==> config.mk <==
export PLATFORM = sky130hd
export DESIGN_NAME = pfs_fet_ctrl
export DESIGN_NICKNAME = d
export VERILOG_FILES = /design/src/design/pfs_tick.v /design/src/design/pfs_fet_ctrl.v
export VERILOG_INCLUDE_DIRS = /design/src /design/src/design
export SDC_FILE = /design/constraint.sdc
export NUM_CORES = 1
export LEC_CHECK = 0
export BUFFER_PORTS_ARGS = -buffer_cell sky130_fd_sc_hd__buf_2
export CELL_PAD_IN_SITES_DETAIL_PLACEMENT = 2
export CELL_PAD_IN_SITES_GLOBAL_PLACEMENT = 2
export CORE_ASPECT_RATIO = 0.75
export CORE_MARGIN = 2
export CORE_UTILIZATION = 30
export DETAILED_ROUTE_END_ITERATION = 12
export PLACE_DENSITY_LB_ADDON = 0.3
export SYNTH_ARGS = -nofsm -noshare
export SYNTH_HDL_FRONTEND = slang
export SYNTH_HIERARCHICAL = 1
export SYNTH_SLANG_ARGS = --single-unit
==> constraint.sdc <==
create_clock -name clk_sys_in -period 2.16 [get_ports clk_sys_in]
set_clock_uncertainty 0.15 [all_clocks]
set_input_delay 0.108 -clock clk_sys_in [delete_from_list [all_inputs] [get_ports clk_sys_in]]
set_output_delay 0.108 -clock clk_sys_in [all_outputs]
set_load 0.01 [all_outputs]
==> src/design/pfs_consts.vh <==
/*
 * constants for the protection fet sequencing block: widths, timing figures,
 * and state codes.
 * assumes: included by bare name from the design files, one clock at 250 MHz.
 */
`ifndef PFS_CONSTS_VH
`define PFS_CONSTS_VH

// ----------------------------------------------------------------------------
// clock and timing
// ----------------------------------------------------------------------------
`define PFS_CLK_MHZ          250
`define PFS_TICK_US          1
`define PFS_TICK_CYC         (`PFS_TICK_US * `PFS_CLK_MHZ)
`define PFS_PREDISCHARGE_FET_US          100
`define PFS_LD_ON_US         200
`define PFS_LD_OFF_US        800
`define PFS_LD_TIMEOUT_US    100000

// ----------------------------------------------------------------------------
// widths
// ----------------------------------------------------------------------------
`define PFS_CUR_W            16
`define PFS_VOLT_W           16
`define PFS_TIME_W           20

// ----------------------------------------------------------------------------
// predischarge sequencer states, one-hot
// ----------------------------------------------------------------------------
`define PFS_ST_OFF           3'h1
`define PFS_ST_PRE           3'h2
`define PFS_ST_ON            3'h4

// ----------------------------------------------------------------------------
// load detect states, one-hot
// ----------------------------------------------------------------------------
`define PFS_LD_IDLE          4'h1
`define PFS_LD_SRC           4'h2
`define PFS_LD_REST          4'h4
`define PFS_LD_DONE          4'h8

`endif

==> src/design/pfs_tick.v <==
/*
 * pfs_tick: microsecond enable divider for the sequencing block.
 * assumes: one clock, synchronous active-high reset.
 */
`include "pfs_consts.vh"

module pfs_tick #(
   parameter DIV = `PFS_TICK_CYC             // cycles per tick
) (
   input  wire clk_sys_in,                   // system clock
   input  wire rst_in,                       // sync reset, active high
   output reg  tick_out                      // one-cycle pulse per period
);

   // ----------------------------------------------------------------------
   // counter
   // ----------------------------------------------------------------------
   reg [15:0] cnt_q;                         // cycles into the period

   // count up, pulse at terminal value
   always @(posedge clk_sys_in) begin
      if (rst_in) begin
         cnt_q    <= 16'h0000;
         tick_out <= 1'b0;
      end else if (cnt_q == DIV[15:0] - 16'h0001) begin
         cnt_q    <= 16'h0000;
         tick_out <= 1'b1;
      end else begin
         cnt_q    <= cnt_q + 16'h0001;
         tick_out <= 1'b0;
      end
   end

endmodule

==> src/design/pfs_fet_ctrl.v <==
/*
 * pfs_fet_ctrl: gate decisions for high-side charge, discharge, precharge
 * and predischarge fets, with body-diode protection and load-detect recovery.
 * assumes: current and cell voltage come in as same-clock samples from a
 * measurement block; fault latches and comparator output are external pins.
 */
`include "pfs_consts.vh"

module pfs_fet_ctrl #(
   parameter CW          = `PFS_CUR_W,          // current width
   parameter VW          = `PFS_VOLT_W,         // voltage width
   parameter PREDISCHARGE_FET_US     = `PFS_PREDISCHARGE_FET_US,        // predischarge time
   parameter LD_ON_US    = `PFS_LD_ON_US,       // source on time
   parameter LD_OFF_US   = `PFS_LD_OFF_US,      // source off time
   parameter LD_TMO_US   = `PFS_LD_TIMEOUT_US   // recovery timeout
) (
   input  wire                 clk_sys_in,            // system clock
   input  wire                 rst_in,                // sync reset, active high
   input  wire                 series_mode_in,        // 1 series, 0 parallel
   input  wire                 autonomous_in,         // device owns fets
   input  wire                 chg_allow_in,          // charge path allowed
   input  wire                 dsg_allow_in,          // discharge path allowed
   input  wire                 predsg_en_in,          // predischarge enabled
   input  wire                 ld_en_in,              // load detect enabled
   input  wire signed [CW-1:0] current_in,            // signed, + charge
   input  wire signed [CW-1:0] dsg_thresh_in,         // negative threshold
   input  wire signed [CW-1:0] chg_thresh_in,         // positive threshold
   input  wire [VW-1:0]        min_cell_in,           // min cell voltage
   input  wire [VW-1:0]        prechg_thresh_in,      // precharge threshold
   input  wire                 scd_latch_in,          // latched short circuit
   input  wire                 ocd_latch_in,          // latched overcurrent
   input  wire                 ld_above_4v_in,        // async comparator pin
   output reg                  charge_fet_out,        // charge fet gate
   output reg                  precharge_fet_out,     // precharge fet gate
   output reg                  discharge_fet_out,     // discharge fet gate
   output reg                  predischarge_fet_out,  // predischarge fet gate
   output reg                  load_sense_pin_out,    // load sense source on
   output reg                  ld_clear_out,          // pulse: clear fault latch
   output reg                  ld_timeout_out         // load detect timed out
);

   // ----------------------------------------------------------------------
   // tick and input sync
   // ----------------------------------------------------------------------
   wire                  tick;               // 1 us enable
   reg                   ld_s1_q;            // sync stage 1
   reg                   ld_s2_q;            // sync stage 2
   reg                   chg_bd_q;           // charge fet held by protection
   reg                   dsg_bd_q;           // discharge fet held by protection
   reg [2:0]             seq_q;              // predischarge sequencer
   reg [3:0]             ld_q;               // load detect state
   reg [`PFS_TIME_W-1:0] seq_cnt_q;          // predischarge time
   reg [`PFS_TIME_W-1:0] ph_cnt_q;           // source phase time
   reg [`PFS_TIME_W-1:0] tmo_cnt_q;          // overall recovery time
   wire                  bd_ok;              // body-diode switching allowed
   wire                  chg_main;           // charge path in use
   wire                  use_prechg;         // charge via precharge
   wire                  fault;              // any latched discharge fault

   pfs_tick u_tick (
      .clk_sys_in (clk_sys_in),
      .rst_in     (rst_in),
      .tick_out   (tick)
   );

   // two flip-flops before the comparator is read
   always @(posedge clk_sys_in) begin
      if (rst_in) begin
         ld_s1_q <= 1'b0;
         ld_s2_q <= 1'b0;
      end else begin
         ld_s1_q <= ld_above_4v_in;
         ld_s2_q <= ld_s1_q;
      end
   end

   // ----------------------------------------------------------------------
   // body-diode protection
   // ----------------------------------------------------------------------
   // arrangement and autonomous bits
   assign bd_ok = series_mode_in & autonomous_in;
   assign use_prechg = (min_cell_in < prechg_thresh_in);
   assign chg_main   = chg_allow_in & ~use_prechg;
   assign fault      = scd_latch_in | ocd_latch_in;

   // hold flags track the current against the signed thresholds
   always @(posedge clk_sys_in) begin
      if (rst_in) begin
         chg_bd_q <= 1'b0;
         dsg_bd_q <= 1'b0;
      end else begin
         chg_bd_q <= bd_ok & ~chg_main & (discharge_fet_out | predischarge_fet_out)
                     & (current_in < dsg_thresh_in);
         dsg_bd_q <= bd_ok & ~dsg_allow_in & (charge_fet_out | precharge_fet_out)
                     & (current_in > chg_thresh_in);
      end
   end

   // ----------------------------------------------------------------------
   // predischarge sequencer and gate outputs
   // ----------------------------------------------------------------------
   // predischarge then discharge
   always @(posedge clk_sys_in) begin
      if (rst_in) begin
         seq_q     <= `PFS_ST_OFF;
         seq_cnt_q <= {`PFS_TIME_W{1'b0}};
      end else if (!dsg_allow_in) begin
         seq_q     <= `PFS_ST_OFF;
         seq_cnt_q <= {`PFS_TIME_W{1'b0}};
      end else begin
         case (seq_q)
            `PFS_ST_OFF: begin
               seq_cnt_q <= {`PFS_TIME_W{1'b0}};
               seq_q     <= predsg_en_in ? `PFS_ST_PRE : `PFS_ST_ON;
            end
            `PFS_ST_PRE: begin
               if (tick)
                  seq_cnt_q <= seq_cnt_q + 1'b1;
               if (tick && seq_cnt_q >= PREDISCHARGE_FET_US - 1)
                  seq_q <= `PFS_ST_ON;
            end
            `PFS_ST_ON: seq_q <= `PFS_ST_ON;
            default:    seq_q <= `PFS_ST_OFF;
         endcase
      end
   end

   // registered gate drives
   always @(posedge clk_sys_in) begin
      if (rst_in) begin
         charge_fet_out       <= 1'b0;
         precharge_fet_out    <= 1'b0;
         discharge_fet_out    <= 1'b0;
         predischarge_fet_out <= 1'b0;
      end else begin
         charge_fet_out       <= chg_main | chg_bd_q;
         precharge_fet_out    <= chg_allow_in & use_prechg & ~chg_bd_q;
         discharge_fet_out    <= (seq_q == `PFS_ST_ON) | dsg_bd_q;
         predischarge_fet_out <= (seq_q == `PFS_ST_PRE) & ~dsg_bd_q;
      end
   end

   // ----------------------------------------------------------------------
   // load detect recovery
   // ----------------------------------------------------------------------
   // gated entry
   always @(posedge clk_sys_in) begin
      if (rst_in) begin
         ld_q               <= `PFS_LD_IDLE;
         ph_cnt_q           <= {`PFS_TIME_W{1'b0}};
         tmo_cnt_q          <= {`PFS_TIME_W{1'b0}};
         load_sense_pin_out <= 1'b0;
         ld_clear_out       <= 1'b0;
         ld_timeout_out     <= 1'b0;
      end else begin
         ld_clear_out <= 1'b0;
         if (!(ld_en_in && fault && !discharge_fet_out)) begin
            ld_q               <= `PFS_LD_IDLE;
            load_sense_pin_out <= 1'b0;
            ld_timeout_out     <= 1'b0;
         end else begin
            if (tick)
               tmo_cnt_q <= tmo_cnt_q + 1'b1;
            if (tick)
               ph_cnt_q <= ph_cnt_q + 1'b1;
            case (ld_q)
               `PFS_LD_IDLE: begin
                  ph_cnt_q           <= {`PFS_TIME_W{1'b0}};
                  tmo_cnt_q          <= {`PFS_TIME_W{1'b0}};
                  load_sense_pin_out <= 1'b1;
                  ld_q               <= `PFS_LD_SRC;
               end
               `PFS_LD_SRC: begin
                  if (ld_s2_q) begin
                     ld_clear_out       <= 1'b1;
                     load_sense_pin_out <= 1'b0;
                     ld_q               <= `PFS_LD_IDLE;
                  end else if (tick && tmo_cnt_q >= LD_TMO_US - 1) begin
                     load_sense_pin_out <= 1'b0;
                     ld_timeout_out     <= 1'b1;
                     ld_q               <= `PFS_LD_DONE;
                  end else if (tick && ph_cnt_q >= LD_ON_US - 1) begin
                     load_sense_pin_out <= 1'b0;
                     ph_cnt_q           <= {`PFS_TIME_W{1'b0}};
                     ld_q               <= `PFS_LD_REST;
                  end
               end
               `PFS_LD_REST: begin
                  if (tick && tmo_cnt_q >= LD_TMO_US - 1) begin
                     ld_timeout_out <= 1'b1;
                     ld_q           <= `PFS_LD_DONE;
                  end else if (tick && ph_cnt_q >= LD_OFF_US - 1) begin
                     load_sense_pin_out <= 1'b1;
                     ph_cnt_q           <= {`PFS_TIME_W{1'b0}};
                     ld_q               <= `PFS_LD_SRC;
                  end
               end
               `PFS_LD_DONE: begin
                  load_sense_pin_out <= 1'b0;
                  tmo_cnt_q          <= tmo_cnt_q;
               end
               default: ld_q <= `PFS_LD_IDLE;
            endcase
         end
      end
   end

endmodule

After elaboration in Yosys (flattened, before gate mapping). Cells that the tools add are included.

$mul: 0. Equality and inequality tests: 15. Shift operators: 0. Divide/modulo/power cells: 0. Mux-type cells: 31. $add $sub $neg: 4. Bitwise operators: 24. $lt $le $gt $ge: 7. Reductions and logical operators: 20.

Operator list (count): $mux 20 (8); $pmux 20 s2 (2); $add 20x1->20 const B (3); $pmux 20 s3 (1); $lt 16x16->1 (2); $ge 20x10->1 const B (1); $ge 20x17->1 const B (1); $ge 20x7->1 const B (1); $ge 20x8->1 const B (1); $mux 4 (5); $add 16x1->16 const B (1); $eq 16x8->1 const B (1); $gt 16x16->1 (1); $pmux 4 s4 (1); $and 1x1->1 (11); $mux 1 (9); $pmux 3 s3 (1); $ne 2x2->1 const B (4); $not 1->1 (8); $logic_and 1x1->1 (6); $mux 3 (2); $reduce_and 3->1 (2); $reduce_bool 2->1 (3); $reduce_or 2->1 (3); other kinds (18) (23).

Output and inout port bits: 7. Bits in latches: 0. Bits of input ports: 91. Memories kept: 0. Bits in read-only memories: 0. Logic and storage cells: 119. Flip-flop bits (word level): 95. Memory bits (writable): 0.

Logic depth before layout (Yosys ltp).
Word-level depth: 7. Depth in mapped cells: 9. Depth with buffers taken out: 8.

By module. The synthesis kept the hierarchy.

By module, submodules not included: pfs_fet_ctrl (times used 1, area an instance 4986.0 um^2, cells each 611, seq. area each 1561.5 um^2); pfs_tick (times used 1, area an instance 772.0 um^2, cells each 83, seq. area each 340.3 um^2).

Worst setup path after synthesis. OpenSTA, ideal clock, no wires.

Kind: register -> register. Start point: register ph_cnt_q[0]. End point: register ph_cnt_q[12]. Arrival time: 1909 ps. Path slack: 37 ps. Library setup time: 64 ps. Cell stages (with the launch flop): 9. Path buffers: 1. Clock period less this slack: 2123 ps. Required time: 1946 ps. Cells stage by stage: dfxtp_1 > ha_1 > a2111oi_1 > nor2_1 > o41ai_2 > o41a_4 > o31ai_4 > buf_6 > nor2_1.

Cells in the longest elaborated chain, start to end: 6. Elaborated cells on any way between the ends: 12. Those cells by class: add/sub: 1; order compare: 2; mux: 7; reduce/logical: 2.

RTL lines: start, declared (RTL line pfs_fet_ctrl.v:53) `` reg [`PFS_TIME_W-1:0] ph_cnt_q; ``; start signal, assigned (RTL line pfs_fet_ctrl.v:150) `` ph_cnt_q <= {`PFS_TIME_W{1'b0}}; ``; start signal, assigned (RTL line pfs_fet_ctrl.v:165) `ph_cnt_q <= ph_cnt_q + 1'b1;`; start signal, assigned (RTL line pfs_fet_ctrl.v:168) `` ph_cnt_q <= {`PFS_TIME_W{1'b0}}; ``; $add 20x1->20 / $ge 20x8->1 (equally long branches) (RTL line pfs_fet_ctrl.v:165, pfs_fet_ctrl.v:182); $mux 20 / $logic_and 1x1->1 (equally long branches) (RTL line pfs_fet_ctrl.v:164, pfs_fet_ctrl.v:182); $mux 20 (RTL line pfs_fet_ctrl.v:182) `end else if (tick && ph_cnt_q >= LD_ON_US - 1) begin`; $mux 20 (RTL line pfs_fet_ctrl.v:178) `end else if (tick && tmo_cnt_q >= LD_TMO_US - 1) begin`; $mux 20 (RTL line pfs_fet_ctrl.v:174) `if (ld_s2_q) begin`; $pmux 20 s3 (*) (RTL line pfs_fet_ctrl.v:166) `case (ld_q)`.

Mark *: on every way between the ends. The rest lies on a longest branch, timed or not. A chain may end at the register's enable or synchronous reset.

Worst setup path after layout.
Start point: register tmo_cnt_q[1]. End point: register ph_cnt_q[8].

Cells in the longest elaborated chain, start to end: 5. Elaborated cells on any way between the ends: 6. Those cells by class: order compare: 1; mux: 4; reduce/logical: 1.

RTL lines: start, declared (RTL line pfs_fet_ctrl.v:54) `` reg [`PFS_TIME_W-1:0] tmo_cnt_q; ``; start signal, assigned (RTL line pfs_fet_ctrl.v:151) `` tmo_cnt_q <= {`PFS_TIME_W{1'b0}}; ``; start signal, assigned (RTL line pfs_fet_ctrl.v:163) `tmo_cnt_q <= tmo_cnt_q + 1'b1;`; start signal, assigned (RTL line pfs_fet_ctrl.v:169) `` tmo_cnt_q <= {`PFS_TIME_W{1'b0}}; ``; $ge 20x17->1 (*) (RTL line pfs_fet_ctrl.v:178, pfs_fet_ctrl.v:189); $logic_and 1x1->1 (*) (RTL line pfs_fet_ctrl.v:178, pfs_fet_ctrl.v:189); $mux 20 (RTL line pfs_fet_ctrl.v:178); $mux 20 (RTL line pfs_fet_ctrl.v:174); $pmux 20 s3 (*) (RTL line pfs_fet_ctrl.v:166); end signal, assigned (RTL line pfs_fet_ctrl.v:165); end signal, assigned (RTL line pfs_fet_ctrl.v:168); end signal, assigned (RTL line pfs_fet_ctrl.v:194) `` ph_cnt_q <= {`PFS_TIME_W{1'b0}}; ``.

Marked as above.

==> metrics.txt <==
# TYPE chip_impl_metric gauge
chip_impl_metric{name="multi_input_comb_area",unit="mm^2"} 0.003670
chip_impl_metric{name="fillers",unit=""} 2090
chip_impl_metric{name="ant_nets",unit=""} 0
chip_impl_info{name="final_cell_mix",value="sky130_fd_sc_hd__nor2_1, sky130_fd_sc_hd__buf_2, sky130_fd_sc_hd__dfxtp_1"} 1
chip_impl_info{name="tritoncts_clock_tree",value="done"} 1
chip_impl_metric{name="h-tree-depth",unit=""} 3
chip_impl_metric{name="grt_pass1_vias",unit=""} 5979
chip_impl_metric{name="seq_area_frac_synth",unit="%"} 33.03
chip_impl_metric{name="grt-ovfl-total",unit=""} 0
chip_impl_metric{name="numClockSinks",unit=""} 95
chip_impl_metric{name="numCtsBuffers",unit=""} 9
chip_impl_metric{name="detail_route.drc_violations",unit=""} 0
chip_impl_metric{name="dr.first_iter.drc_count",unit=""} 153
chip_impl_metric{name="initial_utilization",unit="%"} 30.84
chip_impl_metric{name="reg2reg_depth",unit=""} 8
chip_impl_metric{name="final.period_utilization",unit="%"} 103.7
chip_impl_info{name="rsz0062_at_grt",value="yes"} 1
chip_impl_metric{name="maxClockFrequency",unit="GHz"} 0.4466
chip_impl_metric{name="peakVddDrop",unit="uV"} 354.1
chip_impl_info{name="synthTopCellsByArea",value="sky130_fd_sc_hd__dfxtp_1, sky130_fd_sc_hd__ha_1, sky130_fd_sc_hd__nor2_1, sky130_fd_sc_hd__xnor2_1, sky130_fd_sc_hd__inv_1"} 1
chip_impl_metric{name="port-buffer-count",unit=""} 97
chip_impl_metric{name="swShare",unit="%"} 28.22
chip_impl_metric{name="finalSetupViolCount",unit=""} 15
chip_impl_metric{name="timing.final.max_slew_violations",unit=""} 0
chip_impl_metric{name="insertion_delay",unit="ns"} 0.36
chip_impl_info{name="worst_setup_path_endpoint",value="ph_cnt_q[8]"} 1
chip_impl_metric{name="detailroute.via_count",unit=""} 5483
chip_impl_metric{name="leakage",unit="nW"} 3.106
chip_impl_metric{name="antenna_cells",unit=""} 0
chip_impl_info{name="crit_start",value="tmo_cnt_q[1]"} 1
chip_impl_metric{name="wire_length_of_the_first_global_routing_pass",unit="mm"} 30.74
chip_impl_metric{name="synth_top_cell_area_share",unit="%"} 33.03
chip_impl_metric{name="required",unit="ns"} 2.27
chip_impl_metric{name="seqPwrFrac",unit="%"} 45.2
chip_impl_metric{name="asyncSetResetFlopFracSynth",unit="%"} 0
chip_impl_metric{name="clockPowerShare",unit="%"} 41.4
chip_impl_metric{name="antenna_found_initial",unit=""} 1
chip_impl_metric{name="clkSlewWorstSetupHoldPaths",unit="ns"} 0.07
chip_impl_metric{name="syn-num-nets",unit=""} 836
chip_impl_metric{name="fin_crit",unit="ns"} 2.239
chip_impl_metric{name="synth.avg_cell_area",unit="um^2"} 8.297
chip_impl_metric{name="p_per_area",unit="mW/mm^2"} 536.3
chip_impl_metric{name="synth_enable_flop_cells",unit=""} 0
chip_impl_metric{name="area.sequential",unit="mm^2"} 0.001914
chip_impl_metric{name="maxCapViolCount",unit=""} 0
chip_impl_info{name="top_ff_cell_synth",value="sky130_fd_sc_hd__dfxtp_1"} 1
chip_impl_metric{name="share_of_cells_above_drive_strength_1",unit="%"} 24.97
chip_impl_info{name="critical_path.startpoint_type",value="flop"} 1
chip_impl_metric{name="pin_count_of_the_biggest_net_entering_global_routing",unit=""} 20
chip_impl_metric{name="die-height",unit="um"} 124.0
chip_impl_metric{name="power_switching",unit="mW"} 1.112
chip_impl_metric{name="crit_path_max_incr_delay",unit="ns"} 0.45
chip_impl_info{name="timing.setup.critical_path_class",value="flop to flop"} 1
chip_impl_metric{name="finalCoreUtilization",unit="%"} 39.36
chip_impl_info{name="synth_top_area_cell",value="sky130_fd_sc_hd__dfxtp_1"} 1
chip_impl_info{name="worstSetupEndpointType",value="flop"} 1
chip_impl_metric{name="worst_tran_pin_value",unit="ns"} 0.5314
chip_impl_metric{name="syn-cell-area",unit="mm^2"} 0.005758
chip_impl_metric{name="syn-instance-count",unit=""} 694
chip_impl_metric{name="die_w",unit="um"} 164.0
chip_impl_metric{name="place.detailed.hpwl",unit="mm"} 14.54
chip_impl_metric{name="worst-endpoint-arrival",unit="ns"} 2.35
chip_impl_metric{name="gp_congestion",unit=""} 0.8911
chip_impl_metric{name="timing.reg2reg.setup_slack",unit="ns"} -0.08
chip_impl_metric{name="cts_max_path_buffers",unit=""} 2
chip_impl_info{name="worst_r2r_startpoint",value="tmo_cnt_q[1]"} 1
chip_impl_info{name="crit_chain",value="ha_4 > nand4_1 > a2111oi_4 > buf_4 > o41a_4 > o31ai_4 > clkbuf_16 > nor2_1"} 1
chip_impl_info{name="violations",value="setup timing"} 1
chip_impl_metric{name="distinct_cell_type_count_after_synthesis",unit=""} 65
chip_impl_metric{name="routed_wire_length_per_instance",unit="um"} 17.69
chip_impl_metric{name="ys_warn_count",unit=""} 6
chip_impl_info{name="most_common_cell_after_layout_fill_and_taps_aside",value="sky130_fd_sc_hd__nor2_1"} 1
chip_impl_metric{name="dr.pass1.iters",unit=""} 4
chip_impl_info{name="outcome",value="finished with violations"} 1
chip_impl_metric{name="track_usage",unit="%"} 19.16
chip_impl_metric{name="area_of_the_die",unit="mm^2"} 0.02033
chip_impl_metric{name="synth.ff_latch_count",unit=""} 95
chip_impl_metric{name="setup_ws_final",unit="ns"} -0.07929
chip_impl_metric{name="fin_total_pwr",unit="mW"} 3.941
chip_impl_metric{name="intPower",unit="mW"} 2.829
chip_impl_metric{name="core_region_area",unit="mm^2"} 0.01867
chip_impl_metric{name="areaGrowthSynthToFinish",unit="%"} 27.62
chip_impl_info{name="critical_path_s_slowest_cell",value="sky130_fd_sc_hd__o41a_4"} 1
chip_impl_metric{name="nets",unit=""} 978
chip_impl_metric{name="report.final.hold_viol_count",unit=""} 0
chip_impl_metric{name="postRouteWirelength",unit="mm"} 19.25
chip_impl_metric{name="power.combinational.fraction",unit="%"} 13.3
chip_impl_info{name="ctsRootBufferMaster",value="sky130_fd_sc_hd__clkbuf_16"} 1
chip_impl_metric{name="max_fanout_on_critical_path",unit=""} 7
chip_impl_metric{name="detail_route.vias_per_cell",unit=""} 5.040
chip_impl_metric{name="io_pins",unit=""} 98
chip_impl_info{name="rr_endpoint",value="ph_cnt_q[8]"} 1
chip_impl_info{name="min_path_type",value="primary input to flop"} 1
chip_impl_metric{name="slew_headroom",unit="%"} 64.25
chip_impl_metric{name="placementRows",unit=""} 43
## layer usage
layer  vias up  wire length, um  GRT usage, %
met4         2              278         4.002
met3        30              583         4.063
met1      2688             8905         24.24
met5         -               13             0
met2        73             9465         33.77
li1       2690                -             -
## sequential cells by signal, summed over array words and instances, names as in the netlist, 3 cells and up
name	flops
ld_q	4
seq_cnt_q	20
u_tick/cnt_q	16
seq_q	3
ph_cnt_q	20
tmo_cnt_q	20
## worst min-delay path by stage
| stage | endpoint | depth (start not counted) | from | slack [ns] |
|---|---|---|---|---|
| finish | chg_bd_q | 4 | series_mode_in | 0.02 |
| global route | chg_bd_q | 4 | series_mode_in | 0.02 |
| CTS | chg_bd_q | 4 | series_mode_in | 0.01 |
| detailed placement | ld_s1_q | 2 | ld_above_4v_in | 0.20 |
| global placement | ld_s1_q | 2 | ld_above_4v_in | 0.19 |
| floorplan | u_tick/tick_out | 1 | rst_in | 0.03 |
## what timing repair did
| action | 4_1_cts | 5_1_grt |
|---|---|---|
| hold endpoints to repair | 8 | 0 |
| hold buffers | 4 | 0 |
| pin swaps | 3 | 14 |
| gates resized for setup | 8 | 38 |
| cloned | 0 | 1 |
| setup endpoints to repair | 21 | 38 |
| setup buffers | 2 | 3 |
## worst max-delay path: cells and delay by family, from the launching register on
| kind | cells | cell delay, ns |
|---|---|---|
| adder cells (fa/ha/maj) | 1 | 0.16 |
| AND/OR/NAND/NOR | 2 | 0.19 |
| AO/OA/AOI/OAI | 3 | 0.89 |
| flip-flops | 1 | 0.36 |
| buffers and inverters | 2 | 0.38 |
## power groups by stage
stage / logic (mW) / clock network (mW) / registers, mW
final: 0.525 / 1.63 / 1.78
after global routing: 0.593 / 1.75 / 1.79
after CTS: 0.514 / 1.68 / 1.78
after detailed placement: 0.501 / 0 / 1.83
after global placement: 0.467 / 0 / 1.82
after floorplan: 0.284 / 0 / 1.82
## cell families after synthesis
kind of cell | share of synthesized area (%)
mux | 0.6954
simple gates | 27.58
compound gates | 11.26
buf+inv | 6.323
fa+ha+maj | 11.08
xor+xnor | 10.04
flops | 33.03
## cells in the mapped netlist (all sizes together), types with 2 or more instances
master and number:
a31oi 2, nand2 43, o211ai 2, nand4 21
dfxtp 95, or3 3, nor3 33, nor2 107
inv 61, nand2b 8, a2111oi 4, nor2b 9
ha 51, and4 5, o21a 5, nand3 29
nor4 19, clkbuf 5, and3 10, mux2i 4
nor3b 5, o21ai 19, and2 6, a21oi 21
a21o 11, nand4b 3, nor4b 3, o22ai 3
xor2 23, buf 14, a211oi 7, xnor2 43
## final cells by class
class                      count  share of cell area [%]
clock buffer                   9                   3.065
tap                          247                   4.206
multi-input combinational    519                   49.94
sequential                    95                   26.05
clock inverter                 7                   1.005
inverter                      61                   3.116
timing repair buffer         150                   12.62
## through the flow
stage          TNS [ns]  area (um^2)  worst slack, ns  hold WS [ns]  cells
2_1_floorplan         0         5758          0.03684       0.03038    694
3_3_place_gp          0         6753          0.01231        0.1912   1062
3_5_place_dp    -0.7962         6753          -0.1089        0.1977   1062
4_1_cts        -0.01622         7152         -0.01042       0.01020   1084
5_1_grt          -2.873         7348          -0.1554       0.02483   1088
6_report         -1.071         7348         -0.07929       0.02110   1088
Note: power is estimated with default switching activity, not from simulation.
